===== src/ppbl_pkg.sv =====
// constants, types and helpers shared by the lock command block
package ppbl_pkg;

  // instruction codes
  localparam logic [7:0] LOCK_CLEAR_CMD    = 8'ha6;
  localparam logic [7:0] FREEZE_SET_CMD    = 8'h91;
  localparam logic [7:0] LOCK_REG_READ_CMD = 8'ha7;

  // lock register layout and values after reset
  localparam int   LOCK_BIT_POS   = 0;
  localparam int   FREEZE_BIT_POS = 7;
  localparam logic LOCK_RESET     = 1'b1;
  localparam logic FREEZE_RESET   = 1'b0;

  // instruction length in sampling edges
  localparam logic [3:0] SPI_CMD_EDGES  = 4'h8;
  localparam logic [3:0] QUAD_CMD_EDGES = 4'h2;

  // internal operation time, rounded up to whole clock cycles
  localparam int         CLK_PERIOD_NS = 40;
  localparam int         OP_TIME_NS    = 1000;
  localparam int         OP_CYCLES     = (OP_TIME_NS + CLK_PERIOD_NS - 1) / CLK_PERIOD_NS;
  localparam logic [5:0] OP_COUNT      = 6'(OP_CYCLES);

  // synchroniser width: sck, cs, four data lines
  localparam int PIN_SYNC_W = 6;

  typedef enum logic [4:0] {
    ST_IDLE  = 5'h01,
    ST_CMD   = 5'h02,
    ST_ARMED = 5'h04,
    ST_READ  = 5'h08,
    ST_HOLD  = 5'h10
  } ppbl_state_t;

  typedef enum logic [1:0] {
    OP_NONE   = 2'h0,
    OP_CLEAR  = 2'h1,
    OP_FREEZE = 2'h2
  } ppbl_op_t;

  // shift one sample into the instruction byte, one or four lines wide
  function automatic logic [7:0] ppbl_shift(input logic [7:0] cur,
                                            input logic [3:0] io,
                                            input logic       quad);
    return quad ? {cur[3:0], io} : {cur[6:0], io[0]};
  endfunction : ppbl_shift

endpackage : ppbl_pkg


===== src/ppbl_sync.sv =====
// two-stage synchroniser for the serial pins
`timescale 1ns/10ps
module ppbl_sync
  import ppbl_pkg::*;
#(
  parameter int WIDTH = PIN_SYNC_W
) (
  input  wire logic             core_clk,
  input  wire logic             rst_n,
  input  wire logic [WIDTH-1:0] pinIn,
  output logic      [WIDTH-1:0] pinSync
);

  logic [WIDTH-1:0] stage1Reg;
  logic [WIDTH-1:0] stage2Reg;

  // first stage feeds only the second
  always_ff @(posedge core_clk) begin
    if (!rst_n) begin
      stage1Reg <= '0;
      stage2Reg <= '0;
    end else begin
      stage1Reg <= pinIn;
      stage2Reg <= stage1Reg;
    end
  end

  assign pinSync = stage2Reg;

endmodule : ppbl_sync


===== src/ppbl_lock_cmd.sv =====
// lock-clear, freeze-set and lock-register read command handling
// What this block does
// - lock-clear only clears lock bit, persistent mode
// - lock-clear needs write enable latch set
// - lock-clear framed by cs rise after bit eight
// - lock-clear operation starts on cs rise
// - progress bit high during lock-clear operation
// - progress bit stays readable while busy
// - lock-clear completion clears write enable latch
// - freeze command only sets freeze bit seven
// - freeze needs write enable latch set
// - freeze framed by cs rise, starts there
// - progress bit high during freeze operation
// - freeze completion clears write enable latch
// - lock read repeats bytes, single-line only
`timescale 1ns/10ps
module ppbl_lock_cmd
  import ppbl_pkg::*;
(
  input  wire logic       core_clk,
  input  wire logic       rst_n,
  input  wire logic       spiClk,
  input  wire logic       spiCsN,
  input  wire logic [3:0] spiIo,
  input  wire logic       quadMode,
  input  wire logic       persistentMode,
  input  wire logic       writeEnableLatch,
  input  wire logic       busyOther,
  output logic            soData,
  output logic            soOe,
  output logic            writeInProgress,
  output logic            welClear,
  output logic            persistentProtLock,
  output logic            freezeFlag
);

  logic [5:0]  pinSync;
  logic        sckQ;
  logic        csnQ;
  logic [3:0]  ioQ;
  logic        sckDlyReg;
  logic        csnDlyReg;
  ppbl_state_t stateReg;
  ppbl_state_t stateNext;
  logic [7:0]  shiftReg;
  logic [3:0]  edgeCntReg;
  ppbl_op_t    armOpReg;
  logic [2:0]  readIdxReg;
  logic        soReg;
  logic        soOeReg;
  ppbl_op_t    opKindReg;
  logic [5:0]  opCntReg;
  logic        wipReg;
  logic        welClrReg;
  logic        lockReg;
  logic        freezeReg;

  // pins cross into the core clock; cs crosses inverted so a flushed stage reads deselected
  ppbl_sync #(.WIDTH(PIN_SYNC_W)) u_sync (
    .core_clk (core_clk),
    .rst_n    (rst_n),
    .pinIn    ({spiClk, ~spiCsN, spiIo}),
    .pinSync  (pinSync)
  );

  assign sckQ = pinSync[5];
  assign csnQ = ~pinSync[4];  // no false cs fall after reset
  assign ioQ  = pinSync[3:0];

  // edge detection on the synchronised pins
  logic sckRise;
  logic sckFall;
  logic csFall;
  logic csRise;
  assign sckRise = sckQ & ~sckDlyReg;
  assign sckFall = ~sckQ & sckDlyReg;
  assign csFall  = ~csnQ & csnDlyReg;
  assign csRise  = csnQ & ~csnDlyReg;

  // instruction decode
  logic [7:0] cmdNext;
  logic [3:0] cmdEdges;
  logic       cmdDone;
  logic       isClear;
  logic       isFreeze;
  logic       isRead;
  logic       idleOk;
  logic       acceptClear;
  logic       acceptFreeze;
  logic       acceptRead;
  assign cmdNext  = ppbl_shift(shiftReg, ioQ, quadMode);
  assign cmdEdges = quadMode ? QUAD_CMD_EDGES : SPI_CMD_EDGES;
  assign cmdDone  = (stateReg == ST_CMD) && sckRise && (4'(edgeCntReg + 4'h1) == cmdEdges);
  assign isClear  = (cmdNext == LOCK_CLEAR_CMD);
  assign isFreeze = (cmdNext == FREEZE_SET_CMD);
  assign isRead   = (cmdNext == LOCK_REG_READ_CMD);
  assign idleOk   = !wipReg && !busyOther;
  assign acceptClear  = isClear && writeEnableLatch && persistentMode && idleOk;
  assign acceptFreeze = isFreeze && writeEnableLatch && idleOk;
  assign acceptRead   = isRead && !quadMode && idleOk;

  // operation start and end
  logic       opStart;
  logic       opDone;
  logic [7:0] lockValue;
  assign opStart   = (stateReg == ST_ARMED) && csRise;
  assign opDone    = wipReg && (opCntReg == 6'h01);
  assign lockValue = {freezeReg, 6'h00, lockReg};

  // frame sequencing; cs high always ends the frame
  always_comb begin
    stateNext = stateReg;
    if (csnQ) begin
      stateNext = ST_IDLE;
    end else begin
      unique case (stateReg)
        ST_IDLE: begin
          if (csFall) stateNext = ST_CMD;
        end
        ST_CMD: begin
          if (cmdDone) begin
            if (acceptRead) stateNext = ST_READ;
            else if (acceptClear || acceptFreeze) stateNext = ST_ARMED;
            else stateNext = ST_HOLD;
          end
        end
        ST_ARMED: begin
          if (sckRise) stateNext = ST_HOLD;
        end
        ST_READ:  stateNext = ST_READ;
        ST_HOLD:  stateNext = ST_HOLD;
        default:  stateNext = ST_IDLE;
      endcase
    end
  end

  // frame registers and instruction shifter
  always_ff @(posedge core_clk) begin
    if (!rst_n) begin
      sckDlyReg  <= 1'b0;
      csnDlyReg  <= 1'b1;
      stateReg   <= ST_IDLE;
      shiftReg   <= 8'h00;
      edgeCntReg <= 4'h0;
      armOpReg   <= OP_NONE;
    end else begin
      sckDlyReg <= sckQ;
      csnDlyReg <= csnQ;
      stateReg  <= stateNext;
      if (csFall) begin
        edgeCntReg <= 4'h0;
      end else if ((stateReg == ST_CMD) && sckRise) begin
        shiftReg   <= cmdNext;
        edgeCntReg <= 4'(edgeCntReg + 4'h1);
      end
      if (cmdDone) armOpReg <= acceptClear ? OP_CLEAR : OP_FREEZE;
    end
  end

  // lock register readout, msb first, wraps every eight bits
  always_ff @(posedge core_clk) begin
    if (!rst_n) begin
      soReg      <= 1'b0;
      soOeReg    <= 1'b0;
      readIdxReg <= 3'h0;
    end else begin
      soOeReg <= (stateNext == ST_READ);
      if (stateReg != ST_READ) begin
        readIdxReg <= 3'h0;
      end else if (sckFall) begin
        soReg      <= lockValue[~readIdxReg];
        readIdxReg <= 3'(readIdxReg + 3'h1);
      end
    end
  end

  // internal operation timer and bit updates
  always_ff @(posedge core_clk) begin
    if (!rst_n) begin
      wipReg    <= 1'b0;
      welClrReg <= 1'b0;
      opCntReg  <= 6'h00;
      opKindReg <= OP_NONE;
      lockReg   <= LOCK_RESET;
      freezeReg <= FREEZE_RESET;
    end else begin
      welClrReg <= opDone;
      if (opStart) begin
        wipReg    <= 1'b1;
        opCntReg  <= OP_COUNT;
        opKindReg <= armOpReg;
      end else if (opDone) begin
        wipReg   <= 1'b0;
        opCntReg <= 6'h00;
        if (opKindReg == OP_CLEAR) lockReg <= 1'b0;
        if (opKindReg == OP_FREEZE) freezeReg <= 1'b1;
      end else if (wipReg) begin
        opCntReg <= 6'(opCntReg - 6'h01);
      end
    end
  end

  // outputs straight from flops; progress bit visible at all times
  assign soData             = soReg;
  assign soOe               = soOeReg;
  assign writeInProgress    = wipReg;
  assign welClear           = welClrReg;
  assign persistentProtLock = lockReg;
  assign freezeFlag         = freezeReg;
endmodule : ppbl_lock_cmd


===== config.mk =====
export PLATFORM = sky130hd
export DESIGN_NAME = ppbl_lock_cmd
export DESIGN_NICKNAME = d
export VERILOG_FILES = /design/src/ppbl_pkg.sv /design/src/ppbl_sync.sv /design/src/ppbl_lock_cmd.sv
export SDC_FILE = /design/constraint.sdc
export NUM_CORES = 1
export LEC_CHECK = 0
export BUFFER_PORTS_ARGS = -buffer_cell sky130_fd_sc_hd__buf_2
export CORE_ASPECT_RATIO = 1.5
export CORE_UTILIZATION = 53
export DETAILED_ROUTE_END_ITERATION = 8
export PLACE_DENSITY = 0.77
export SYNTH_ARGS = -nofsm -noshare
export SYNTH_HDL_FRONTEND = slang
export SYNTH_HIERARCHICAL = 1
export SYNTH_SLANG_ARGS = --single-unit

===== constraint.sdc =====
create_clock -name core_clk -period 1.7 [get_ports core_clk]
set_input_delay 0.34 -clock core_clk [delete_from_list [all_inputs] [get_ports core_clk]]
set_output_delay 0.34 -clock core_clk [all_outputs]
set_load 0.1 [all_outputs]

Yosys cells after proc, flatten, opt, wreduce, memory -nomap -nowiden
Cells that the tools add are included.
W data, S select, Z words.
{"block": "totals", "regBits": 49, "latchBits": 0, "ram_bits": 0, "mem_bits_ro": 0, "in_bits": 12, "out_inout_bits": 6, "elab_cells": 92, "memories": 0}
{"block": "op_classes", "add_sub_neg": 3, "multipliers": 0, "n_div": 0, "order_cmp": 1, "n_eq_ne": 14, "shift": 0, "mux": 17, "bitwise": 14, "n_reduce_logical": 25}
{"cell": "$mux W5", "count": 9}
{"cell": "$pmux W5 S5", "count": 1}
{"cell": "$eq A8 B8 Y1 const B", "count": 3}
{"cell": "$logic_and A1 B1 Y1", "count": 12}
{"cell": "$eq A5 B4 Y1 const B", "count": 2}
{"cell": "$not A1 Y1", "count": 9}
{"cell": "$mux W8", "count": 1}
{"cell": "$eq A6 B1 Y1 const B", "count": 1}
{"cell": "$reduce_and A3 Y1", "count": 2}
{"cell": "$sub A6 B1 Y6 const B", "count": 1}
{"cell": "$eq A5 B1 Y1 const B", "count": 1}
{"cell": "$eq A5 B2 Y1 const B", "count": 1}
{"cell": "$eq A5 B3 Y1 const B", "count": 1}
{"cell": "$eq A5 B5 Y1 const B", "count": 1}
{"cell": "$ne A5 B4 Y1 const B", "count": 1}
{"cell": "$add A4 B1 Y4 const B", "count": 1}
{"cell": "$and A1 B1 Y1", "count": 4}
{"cell": "$eq A4 B4 Y1", "count": 1}
{"cell": "$lt A3 B4 Y1 const B", "count": 1}
{"cell": "$mux W4", "count": 1}
{"cell": "$reduce_and A2 Y1", "count": 2}
{"cell": "$reduce_or A2 Y1", "count": 2}
{"cell": "$add A3 B1 Y3 const B", "count": 1}
{"cell": "$bmux W1 S3", "count": 1}
{"cell": "10 further kinds", "count": 14}

Depth between registers and ports, before layout
Gate-level depths: netlist (run 1).
{"block": "depth", "depth_word": 12, "depth_mapped": 7, "depth_no_buf": 7}

Cells and area by module
The synthesis (run 1) kept the hierarchy.
{"mod": "ppbl_lock_cmd", "instances": 1, "cells_each": 197, "area_each_um2": 1891.8, "seq_area_each_um2": 740.7}
{"mod": "ppbl_sync", "instances": 1, "cells_each": 25, "area_each_um2": 336.6, "seq_area_each_um2": 240.2}

Worst setup path before layout (run 1)
Ideal clock, no wire load.
{"block": "synth_timing", "kind": "register to register", "start": "register wipReg, in the netlist writeInProgress", "end": "register lockReg, in the netlist persistentProtLock", "setup_time_ps": 115, "arrival_ps": 1798, "t_required_ps": 1585, "slack_ps": -214, "stages_incl_launch_ff": 5, "path_buffers": 0, "synth_period_minus_slack_ps": 1914, "cell_sequence": "dfxtp_1 nor2b_1 and2_1 nand4b_1 a21o_1"}
{"block": "synth_between", "elab_chain_cells": 2}
{"item": "start: declaration", "line": "ppbl_lock_cmd.sv:53", "text": "logic wipReg;"}
{"item": "start signal: assignment", "line": "ppbl_lock_cmd.sv:180", "text": "wipReg <= 1'b0;"}
{"item": "start signal: assignment", "line": "ppbl_lock_cmd.sv:189", "text": "wipReg <= 1'b1;"}
{"item": "start signal: assignment", "line": "ppbl_lock_cmd.sv:193", "text": "wipReg <= 1'b0;"}
{"item": "$logic_and A1 B1 Y1", "line": "ppbl_lock_cmd.sv:107", "text": "assign opDone = wipReg && (opCntReg == 6'h01);"}
{"item": "$reduce_and A3 Y1 (no source line)"}
{"item": "end signal: assignment", "line": "ppbl_lock_cmd.sv:184", "text": "lockReg <= LOCK_RESET;"}
{"item": "end signal: assignment", "line": "ppbl_lock_cmd.sv:195", "text": "if (opKindReg == OP_CLEAR) lockReg <= 1'b0;"}
{"item": "end: declaration", "line": "ppbl_lock_cmd.sv:55", "text": "logic lockReg;"}
No other way between the ends.
A chain may end at the register's enable or synchronous reset.

Final worst setup path (run 1)
{"block": "layout_timing", "start": "register shiftReg[2]", "end": "register stateReg[4]"}
{"block": "layout_between", "elab_chain_cells": 11, "word_cells_on_any_way": 17, "cone_classes": "eq/ne (3); mux (6); reduce/logical (8)"}
{"item": "start: declaration", "line": "ppbl_lock_cmd.sv:45", "text": "logic [7:0] shiftReg;"}
{"item": "start signal: assignment", "line": "ppbl_lock_cmd.sv:153", "text": "shiftReg <= cmdNext;"}
{"item": "$mux W8 *", "line": "ppbl_pkg.sv:46", "text": "return quad ? {cur[3:0], io} : {cur[6:0], io[0]};"}
{"item": "$eq A8 B8 Y1", "line": "ppbl_lock_cmd.sv:94", "text": "assign isClear = (cmdNext == LOCK_CLEAR_CMD);"}
{"item": "$logic_and A1 B1 Y1 (3 in series)", "line": "ppbl_lock_cmd.sv:98", "text": "assign acceptClear = isClear && writeEnableLatch && persistentMode && idleOk;"}
{"item": "$logic_or A1 B1 Y1", "line": "ppbl_lock_cmd.sv:123", "text": "else if (acceptClear || acceptFreeze) stateNext = ST_ARMED;"}
{"item": "$mux W5", "line": "ppbl_lock_cmd.sv:123"}
{"item": "$mux W5 *", "line": "ppbl_lock_cmd.sv:122", "text": "if (acceptRead) stateNext = ST_READ;"}
{"item": "$mux W5 *", "line": "ppbl_lock_cmd.sv:121", "text": "if (cmdDone) begin"}
{"item": "$pmux W5 S5 *", "line": "ppbl_lock_cmd.sv:116", "text": "unique case (stateReg)"}
{"item": "$mux W5 *", "line": "ppbl_lock_cmd.sv:113", "text": "if (csnQ) begin"}
{"item": "end signal: assignment", "line": "ppbl_lock_cmd.sv:149", "text": "stateReg <= stateNext;"}
{"item": "end: declaration", "line": "ppbl_lock_cmd.sv:43", "text": "ppbl_state_t stateReg;"}
Every way passes the cells marked *; elsewhere a longest branch is shown, timed or not.

==> flow_summary.toml, run 1 <==
[clock_tree]
tritoncts = "done"
cts_buffer_depth = 2
clk_pin_slew_ns = 0.10
cts_setup_buffers = 0
clk_latency_ns = 0.31
numClockSinks = 49
cts_made_buffers = 5
cts_root_buf = "clkbuf_8"
h-tree-depth = 2

[worst_setup_path]
worstPathRequired_ns = 1.91
worstPathMaxFanout = 4
end_kind = "register"
cp-start-kind = "register"
arrival_ns = 1.83
crit_slowest_cell = "dfxtp_1"
crit_chain = "mux2_2, nor4b_2, and4_1, nor3b_1, a32o_1"
slowest_delay_ns = 0.35
path_class = "register to register"

[floorplan]
ioPinCount = 18
die_w_microns = 54.9
die_h_microns = 81.4
core_area_sq_um = 3990
num_rows = 28
initial_utilization_pct = 55.8
dieArea_sq_um = 4470

[placement]
place_ws_ns = -0.0873
gp_routability_congestion = 0.855
hpwlAfterDp_mm = 3.04
io_buffer_count = 17

[synthesis]
synthFlopType = "dfxtp_1"
synth_edf_count = 0
syn_inst = 222
async_flop_share_pct = 0
syn_nets = 238
syn_area_sq_um = 2230
syn_area_per_cell_sq_um = 10.0
synth-seq-cells = 49
netlist.top_cell.by_area = "dfxtp_1"
synth.distinct_cells = 54
ys_seq_area_share_pct = 44.0
yosys-top-cells-area = "dfxtp_1 44%, mux2i_1 4.9%, nor2_1 3.5%"
yosysTopAreaCellShare_pct = 44.0
yosys_warnings = 6

[route]
drcViolationCount = 0
drt_iter0_markers = 37
avgViaCountPerCell = 5.52
wire_per_inst_microns = 14.1
drtPass1Iterations = 4
postRouteAntennaNets = 0
wirelength_mm = 4.26
vias = 1667

[hold_path]
min_path_type = "input pin to register"

[timing]
skew_ns = 0.0114
period_needed_ns = 1.62
fin_ws_ns = 0.0757
clock.fmax_ghz = 0.616
hold_violations = 0
slew_viol_final = 0
finalCritPeriodShare_pct = 95.5
worstMarginPinSlew_ns = 0.540
slew-limit-headroom_pct = 64.0
setup_violations = 0

[final_layout]
nNetsFinal = 272
layout_common_cells = "44 x dfxtp_1, 21 x nor2_1, 18 x nand2_1"
nFillCells = 343
final_common_cell = "dfxtp_1"
area_growth_pct = 16.7
drive_gt1_share_pct = 28.4
diodes = 0

[power]
cellPowerDensity_nw_per_um2 = 756
finalPower_mw = 1.97
ir_drop_uv = 826
p_leak_nw = 1.01

[grt]
grt_pass1_wl_mm = 6.81
gr-total-overflow = 0
antenna_found_initial = 0
grt_usage_pct = 21.1
first_global_vias = 1528
grt_max_degree = 18

[flow_run]
maxCapViolations = 0

[outcome]
status = "finished, final reports clean"
==> critical path: cells and delay by family (launching register included) <==
kind               cells  cell delay [ns]
AOI/OAI and AO/OA      1             0.25
and+or+nand+nor        3             0.63
DFF                    1             0.35
muxes                  1             0.30
==> metal layers <==
metal	track usage (%)	wire length (microns)	vias to the layer above
met3	5.00	106	12
met2	35.2	2150	31
met4	8.00	112	0
met5	0	0	-
li1	-	-	852
met1	25.3	1890	772
==> flip-flops by register name (all words and copies together) (netlist names), 2 cells and up <==
signal	count
u_sync/stage1Reg	6
armOpReg	2
readIdxReg	3
stateReg	5
shiftReg	7
opKindReg	2
u_sync/pinSync	6
edgeCntReg	4
opCntReg	6
==> kinds of logic (layout without fill, tap and decap cells) <==
kind of cell / Yosys count / count (layout) / share of synthesized area (%)
XOR/XNOR: 10 / 10 / 3.93
AO/OA/AOI/OAI: 33 / 33 / 12.3
multiplexers: 15 / 15 / 7.47
flip-flops: 49 / 49 / 44.0
buffers and inverters: 13 / 48 / 3.31
AND/OR/NAND/NOR: 98 / 98 / 26.7
adder cells (fa/ha/maj): 4 / 4 / 2.25
==> metrics by stage <==
step           cell area (sq um)  cells  util, %  hold slack, ns  TNS (ns)
6_report                    2600    302     65.1           0.235         0
5_1_grt                     2600    302     65.1           0.230  -0.00347
4_1_cts                     2550    302     64.0           0.236         0
3_5_place_dp                2460    294     61.6           0.423   -0.0873
3_3_place_gp                2460    294     61.6           0.414   -0.0241
2_1_floorplan               2230    222        -           0.412         0
==> Yosys cell counts (all sizes together), types with 3 or more instances <==
master and number:
dfxtp 49, nor2 21, nand2 18, and2 16
mux2i 12, a21oi 9, buf 6, inv 6
nor2b 6, nor3b 5, xnor2 5, xor2 5
ha 4, nor3 4, nor4b 4, o21a 4
o21ai 4, a211oi 3, and3 3, mux2 3
nand3b 3, nor4 3
==> repair_timing <==
item | 4_1_cts | 5_1_grt
resized for setup | 0 | 10
setup endpoints to repair | 0 | 20
hold buffers | 0 | 0
==> power breakdown <==
| part | internal [mW] | switching, mW | total [mW] |
|---|---|---|---|
| clock | 0.300 | 0.419 | 0.719 |
| combinational | 0.0369 | 0.0407 | 0.0776 |
| sequential | 1.16 | 0.00837 | 1.17 |
==> path summary, 6_finish.rpt <==
check	from	end	slack, ns	cells after the start
hold reg to reg	u_sync/stage1Reg[4]	u_sync/pinSync[4]	0.44	1
setup / recovery	shiftReg[2]	stateReg[4]	0.08	5
setup reg to reg	shiftReg[2]	stateReg[4]	0.08	5
hold / removal	spiIo[0]	u_sync/stage1Reg[0]	0.24	2
==> final cells by class <==
class | count | area [sq um] | area share, %
well taps | 45 | 56.3 | 2.16
inverters | 6 | 22.5 | 0.866
multi-input cells | 160 | 1210 | 46.7
clock inverters | 3 | 26.3 | 1.01
clock buffers | 5 | 68.8 | 2.65
flip-flops and latches | 49 | 987 | 38.0
repair buffers | 34 | 225 | 8.66
(Power assumes the default switching activity.)
==> inputs of run 2 (changes only) <==
- BUFFER_PORTS_ARGS: -buffer_cell sky130_fd_sc_hd__buf_2 -> -buffer_cell sky130_fd_sc_hd__clkbuf_2
==> run 2 against run 1 <==
Net effect: first-iteration DRC count decreased by 59%; flip-flop and latch count unchanged; die area unchanged; clock skew decreased by 0.0016 ns; clock-buffer cell count increased by 1; sequential share of layout area decreased by 0.12 points; critical path depth increased by 1.
==> flow_summary.toml, run 2 (synthesized netlist as in run 1, its figures left out) <==
[final_layout]
drive_gt1_share_pct = 28.4
diodes = 0
nFillCells = 344
nNetsFinal = 272
final_util_pct = 65.3
regMostFlops = "shiftReg"
fin_area_sq_um = 2610
layout_common_cells = "45 x dfxtp_1, 21 x nor2_1, 18 x nand2_1"
final_common_cell = "dfxtp_1"
area_growth_pct = 17.0
largest_reg_flops = 7

[placement]
placed_cell_area_sq_um = 2460
io_buffer_count = 17
hpwlAfterDp_mm = 2.99
gp_routability_congestion = 0.811

[route]
wirelength_mm = 4.16
drtPass1Iterations = 4
avgViaCountPerCell = 5.52
vias = 1668
drt_iter0_markers = 15
wire_per_inst_microns = 13.8
drcViolationCount = 0
postRouteAntennaNets = 0

[timing]
clock.fmax_ghz = 0.620
worstMarginPinSlew_ns = 0.537
setup_violations = 0
rsz0062_at_grt = "yes"
hold_violations = 0
period_needed_ns = 1.61
slew_viol_final = 0
slew-limit-headroom_pct = 64.2
setup_tns_ns = 0
hold_ws_ns = 0.247
finalCritPeriodShare_pct = 94.9
skew_ns = 0.00982

[clock_tree]
cts_made_buffers = 5
cts_root_buf = "clkbuf_8"
tritoncts = "done"
h-tree-depth = 2
cts_buffer_depth = 2
cts-hold-fix-buffers = 0
clk_pin_slew_ns = 0.09
clk_latency_ns = 0.30
numClockSinks = 49

[floorplan]
initial_utilization_pct = 55.8
ioPinCount = 18
core_area_sq_um = 3990
die_w_microns = 54.9
die_h_microns = 81.4
dieArea_sq_um = 4470
num_rows = 28

[worst_setup_path]
cp-startpoint = "stateReg[2]"
cp-start-kind = "register"
timing.rr.start = "stateReg[2]"
cp-endpoint = "armOpReg[1]"
path_class = "register to register"
arrival_ns = 1.85
worstPathRequired_ns = 1.94
worstPathMaxFanout = 6
rr_endpoint = "armOpReg[1]"
end_kind = "register"
reg2reg_depth = 6
r2r_slack_ns = 0.09

[grt]
met3_usage_pct = 5.00
grt_max_degree = 20
grt_usage_pct = 21.8
grt.busiest_layer = "met2"
grt_util_met1_pct = 24.5
gr-total-overflow = 0
first_global_vias = 1610
met2_usage_pct = 37.8
grt_pass1_wl_mm = 7.04
antenna_found_initial = 0

[hold_path]
min_path_type = "input pin to register"

[outcome]
status = "finished, final reports clean"

[power]
finalPower_mw = 1.97
ir_drop_uv = 849
cellPowerDensity_nw_per_um2 = 755
p_leak_nw = 1.02

[flow_run]
maxCapViolations = 0
-- run 2: per-layer routing --
layer,part of all wire [%],vias to the layer above
met4,2.1,0
met5,0,-
met1,42,783
met2,53,25
li1,-,852
met3,2.8,8
-- run 2: layout make-up --
type	instances	area, sq um	area share (%)
Clock buffer	6	82.6	3.17
Clock inverter	2	13.8	0.528
Inverter	6	22.5	0.864
Multi-Input combinational cell	160	1220	46.8
Sequential cell	49	986	37.8
Tap cell	45	56.3	2.16
Timing Repair Buffer	34	225	8.64
-- run 2: critical path: stages (launching register included) --
cell and delay [ns]:
dfxtp_1 0.36, nor4b_4 0.37, nand4_1 0.20, mux2i_4 0.28
buf_4 0.17, o21ai_1 0.05, a21oi_1 0.12
-- run 2: what timing repair did --
action / 4_1_cts / 5_1_grt
endpoints found under the hold margin: 0 / 0
resized for setup: 0 / 10
buffers inserted: 0 / 0
endpoints found under the setup margin: 0 / 14
-- run 2: how the worst min path moves through the flow --
| stage | from | to | depth (start not counted) |
|---|---|---|---|
| 2_1_floorplan | u_sync/stage1Reg[4] | u_sync/pinSync[4] | 1 |
| 3_3_place_gp | u_sync/stage1Reg[4] | u_sync/pinSync[4] | 1 |
| 3_5_place_dp | u_sync/stage1Reg[4] | u_sync/pinSync[4] | 1 |
| 4_1_cts | spiIo[2] | u_sync/stage1Reg[2] | 2 |
| 5_1_grt | spiIo[1] | u_sync/stage1Reg[1] | 2 |
| 6_report | spiIo[2] | u_sync/stage1Reg[2] | 2 |
-- run 2: where the power goes --
part	internal [mW]	switching [mW]	total [mW]
Clock	0.330	0.389	0.720
Sequential	1.16	0.00866	1.17
Combinational	0.0370	0.0399	0.0769
-- run 2: stage by stage --
stage	instances	setup slack, ns
after floorplan	222	0.0309
after CTS	302	0.0138
final	302	0.0867
after global routing	302	-0.0366
after global placement	294	-0.00669
after detailed placement	294	-0.0460
==> inputs of run 3 (changes only) <==
- ABC_AREA: default -> 1
- CORE_MARGIN: default -> 2
==> run 3 against run 2 <==
Net effect: first-iteration DRC count increased to 3.3 times the previous value; routed wire length up 3.9%; synthesized area up 2.4%; die area up 8.5%; critical endpoint is now writeInProgress; flip-flop and latch count did not move; critical path depth fell by 5; register-to-register slack gained 0.08 ns; largest cell class unchanged.
==> flow_summary.toml, run 3 <==
[outcome]
status = "finished, final reports clean"

[floorplan]
ioPinCount = 18
die_h_microns = 84.3
num_rows = 29
core_area_sq_um = 4170
die_w_microns = 57.6
dieArea_sq_um = 4860
initial_utilization_pct = 54.7

[timing]
hold_ws_ns = 0.218
setup_violations = 0
rsz0062_at_grt = "no"
fin_ws_ns = 0.155
worstMarginPinSlew_ns = 0.540
skew_ns = 0.00969
slew-limit-headroom_pct = 64.2
setup_tns_ns = 0
hold_violations = 0
slew_viol_final = 0
finalCritPeriodShare_pct = 90.9
period_needed_ns = 1.54
clock.fmax_ghz = 0.647

[final_layout]
final_util_pct = 60.2
diodes = 0
layout_common_cells = "89 x nand2_1, 49 x inv_1, 47 x dfxtp_1"
nFillCells = 395
final_common_cell = "nand2_1"
drive_gt1_share_pct = 13.6
regMostFlops = "shiftReg"
nNetsFinal = 361
area_growth_pct = 10.1
largest_reg_flops = 7

[hold_path]
min_delay_path_depth = 3
min_path_type = "input pin to register"
min_to = "u_sync/stage1Reg[5]"
hp-start = "spiClk"

[placement]
io_buffer_count = 17
hpwlAfterDp_mm = 3.33
gp_routability_congestion = 0.895
place_ws_ns = 0.0960

[worst_setup_path]
cp-start-kind = "register"
worstPathMaxFanout = 7
end_kind = "output port"
path_class = "register to output port"
r2r_slack_ns = 0.17
slowest_delay_ns = 0.48
crit_slowest_cell = "clkbuf_2"
worstPathRequired_ns = 1.36
critPathTopFamily = "buffers and inverters"
reg2reg_depth = 8
crit_chain = "clkbuf_2"
arrival_ns = 1.20
rr_endpoint = "stateReg[4]"
cp_num_buf_inv = 1
timing.rr.start = "edgeCntReg[1]"

[synthesis]
yosys-top-cells-area = "dfxtp_1 43%, nand2_1 15%, inv_1 8.1%"
netlist.top_cell.by_area = "dfxtp_1"
yosysMostFrequentCell = "nand2_1"
synth_adder_area_share_pct = 2.19
async_flop_share_pct = 0
yosys-mux-area-fraction_pct = 0
synth.distinct_cells = 33
syn_area_per_cell_sq_um = 7.08
synth_edf_count = 0
synth-compound-area-share_pct = 8.45
syn_nets = 338
synth_top_family_by_area = "simple AND/OR/NAND/NOR gates"
ys_seq_area_share_pct = 43.0
syn_area_sq_um = 2280
synth_common_cells = "89 x nand2_1, 49 x dfxtp_1, 49 x inv_1"
synth-seq-cells = 49
yosysTopAreaCellShare_pct = 43.0
yosys.area_share.simple_pct = 33.2
yosys_warnings = 6
syn_inst = 322
synth-xor-area-share_pct = 2.69
synthFlopType = "dfxtp_1"

[route]
avgViaCountPerCell = 5.09
vias = 1994
wire_per_inst_microns = 11.0
postRouteAntennaNets = 0
drtPass1Iterations = 4
drcViolationCount = 0
wirelength_mm = 4.32
drt_iter0_markers = 50

[grt]
grt_max_degree = 16
antenna_found_initial = 0
gr-total-overflow = 0
grt_pass1_wl_mm = 7.99
first_global_vias = 1976
grt_usage_pct = 20.5

[clock_tree]
cts_made_buffers = 5
cts-hold-fix-buffers = 0
h-tree-depth = 2
cts_buffer_depth = 2
tritoncts = "done"
cts_setup_buffers = 0
clk_latency_ns = 0.30
clk_pin_slew_ns = 0.09
cts_resized = 0
cts_root_buf = "clkbuf_8"
numClockSinks = 49

[power]
cellPowerDensity_nw_per_um2 = 788
p_leak_nw = 1.17
ir_drop_uv = 573

[flow_run]
maxCapViolations = 0
-- run 3: changes by cell type in the layout (fill, tap and decap cells not counted), sizes merged, moves of 4 or more --
cell,previous run,this run
nand4,2,9
inv,6,52
nor2b,6,0
nor3b,5,1
and2,16,1
o21ai,4,10
nand2,18,91
nand3,2,17
a21oi,9,21
buf,17,4
nor2,21,42
nor4b,4,0
mux2i,12,0
-- run 3: worst max path at each step --
stage | start | endpoint | cells after the start
after CTS | writeInProgress | writeInProgress | 1
final | writeInProgress | writeInProgress | 1
after floorplan | writeInProgress | opCntReg[5] | 6
after detailed placement | quadMode | soOe | 10
after global routing | edgeCntReg[1] | stateReg[4] | 8
after global placement | quadMode | soOe | 10
-- run 3: routing by layer --
layer	global-route usage (%)	wire length (microns)	vias up
li1	-	-	1049
met5	0	0	-
met3	3.08	126	11
met1	21.9	1820	907
met2	37.0	2270	27
met4	11.4	102	0
-- run 3: power by group --
group | total (mW) | internal [mW] | switching, mW
Clock | 0.708 | 0.330 | 0.378
Combinational | 0.100 | 0.0353 | 0.0649
Sequential | 1.17 | 1.16 | 0.00768
-- run 3: through the flow --
step	area [sq um]	cells	total power, mW
3_3_place_gp	2410	384	1.29
2_1_floorplan	2280	322	1.26
4_1_cts	2510	392	2.00
3_5_place_dp	2410	384	1.30
6_report	2510	392	1.98
5_1_grt	2510	392	2.06
-- run 3: logic make-up after synthesis --
| group | count (synthesis) |
|---|---|
| compound gates | 35 |
| xor+xnor | 7 |
| fa+ha+maj | 4 |
| buf+inv | 57 |
| flops | 49 |
| simple gates | 170 |
-- run 3: area by class of cell --
type	count	area, sq um	area share (%)
Tap cell	46	57.6	2.29
Clock inverter	2	13.8	0.548
Timing Repair Buffer	21	115	4.58
Inverter	52	198	7.87
Clock buffer	6	82.6	3.29
Multi-Input combinational cell	216	1060	42.3
Sequential cell	49	983	39.2
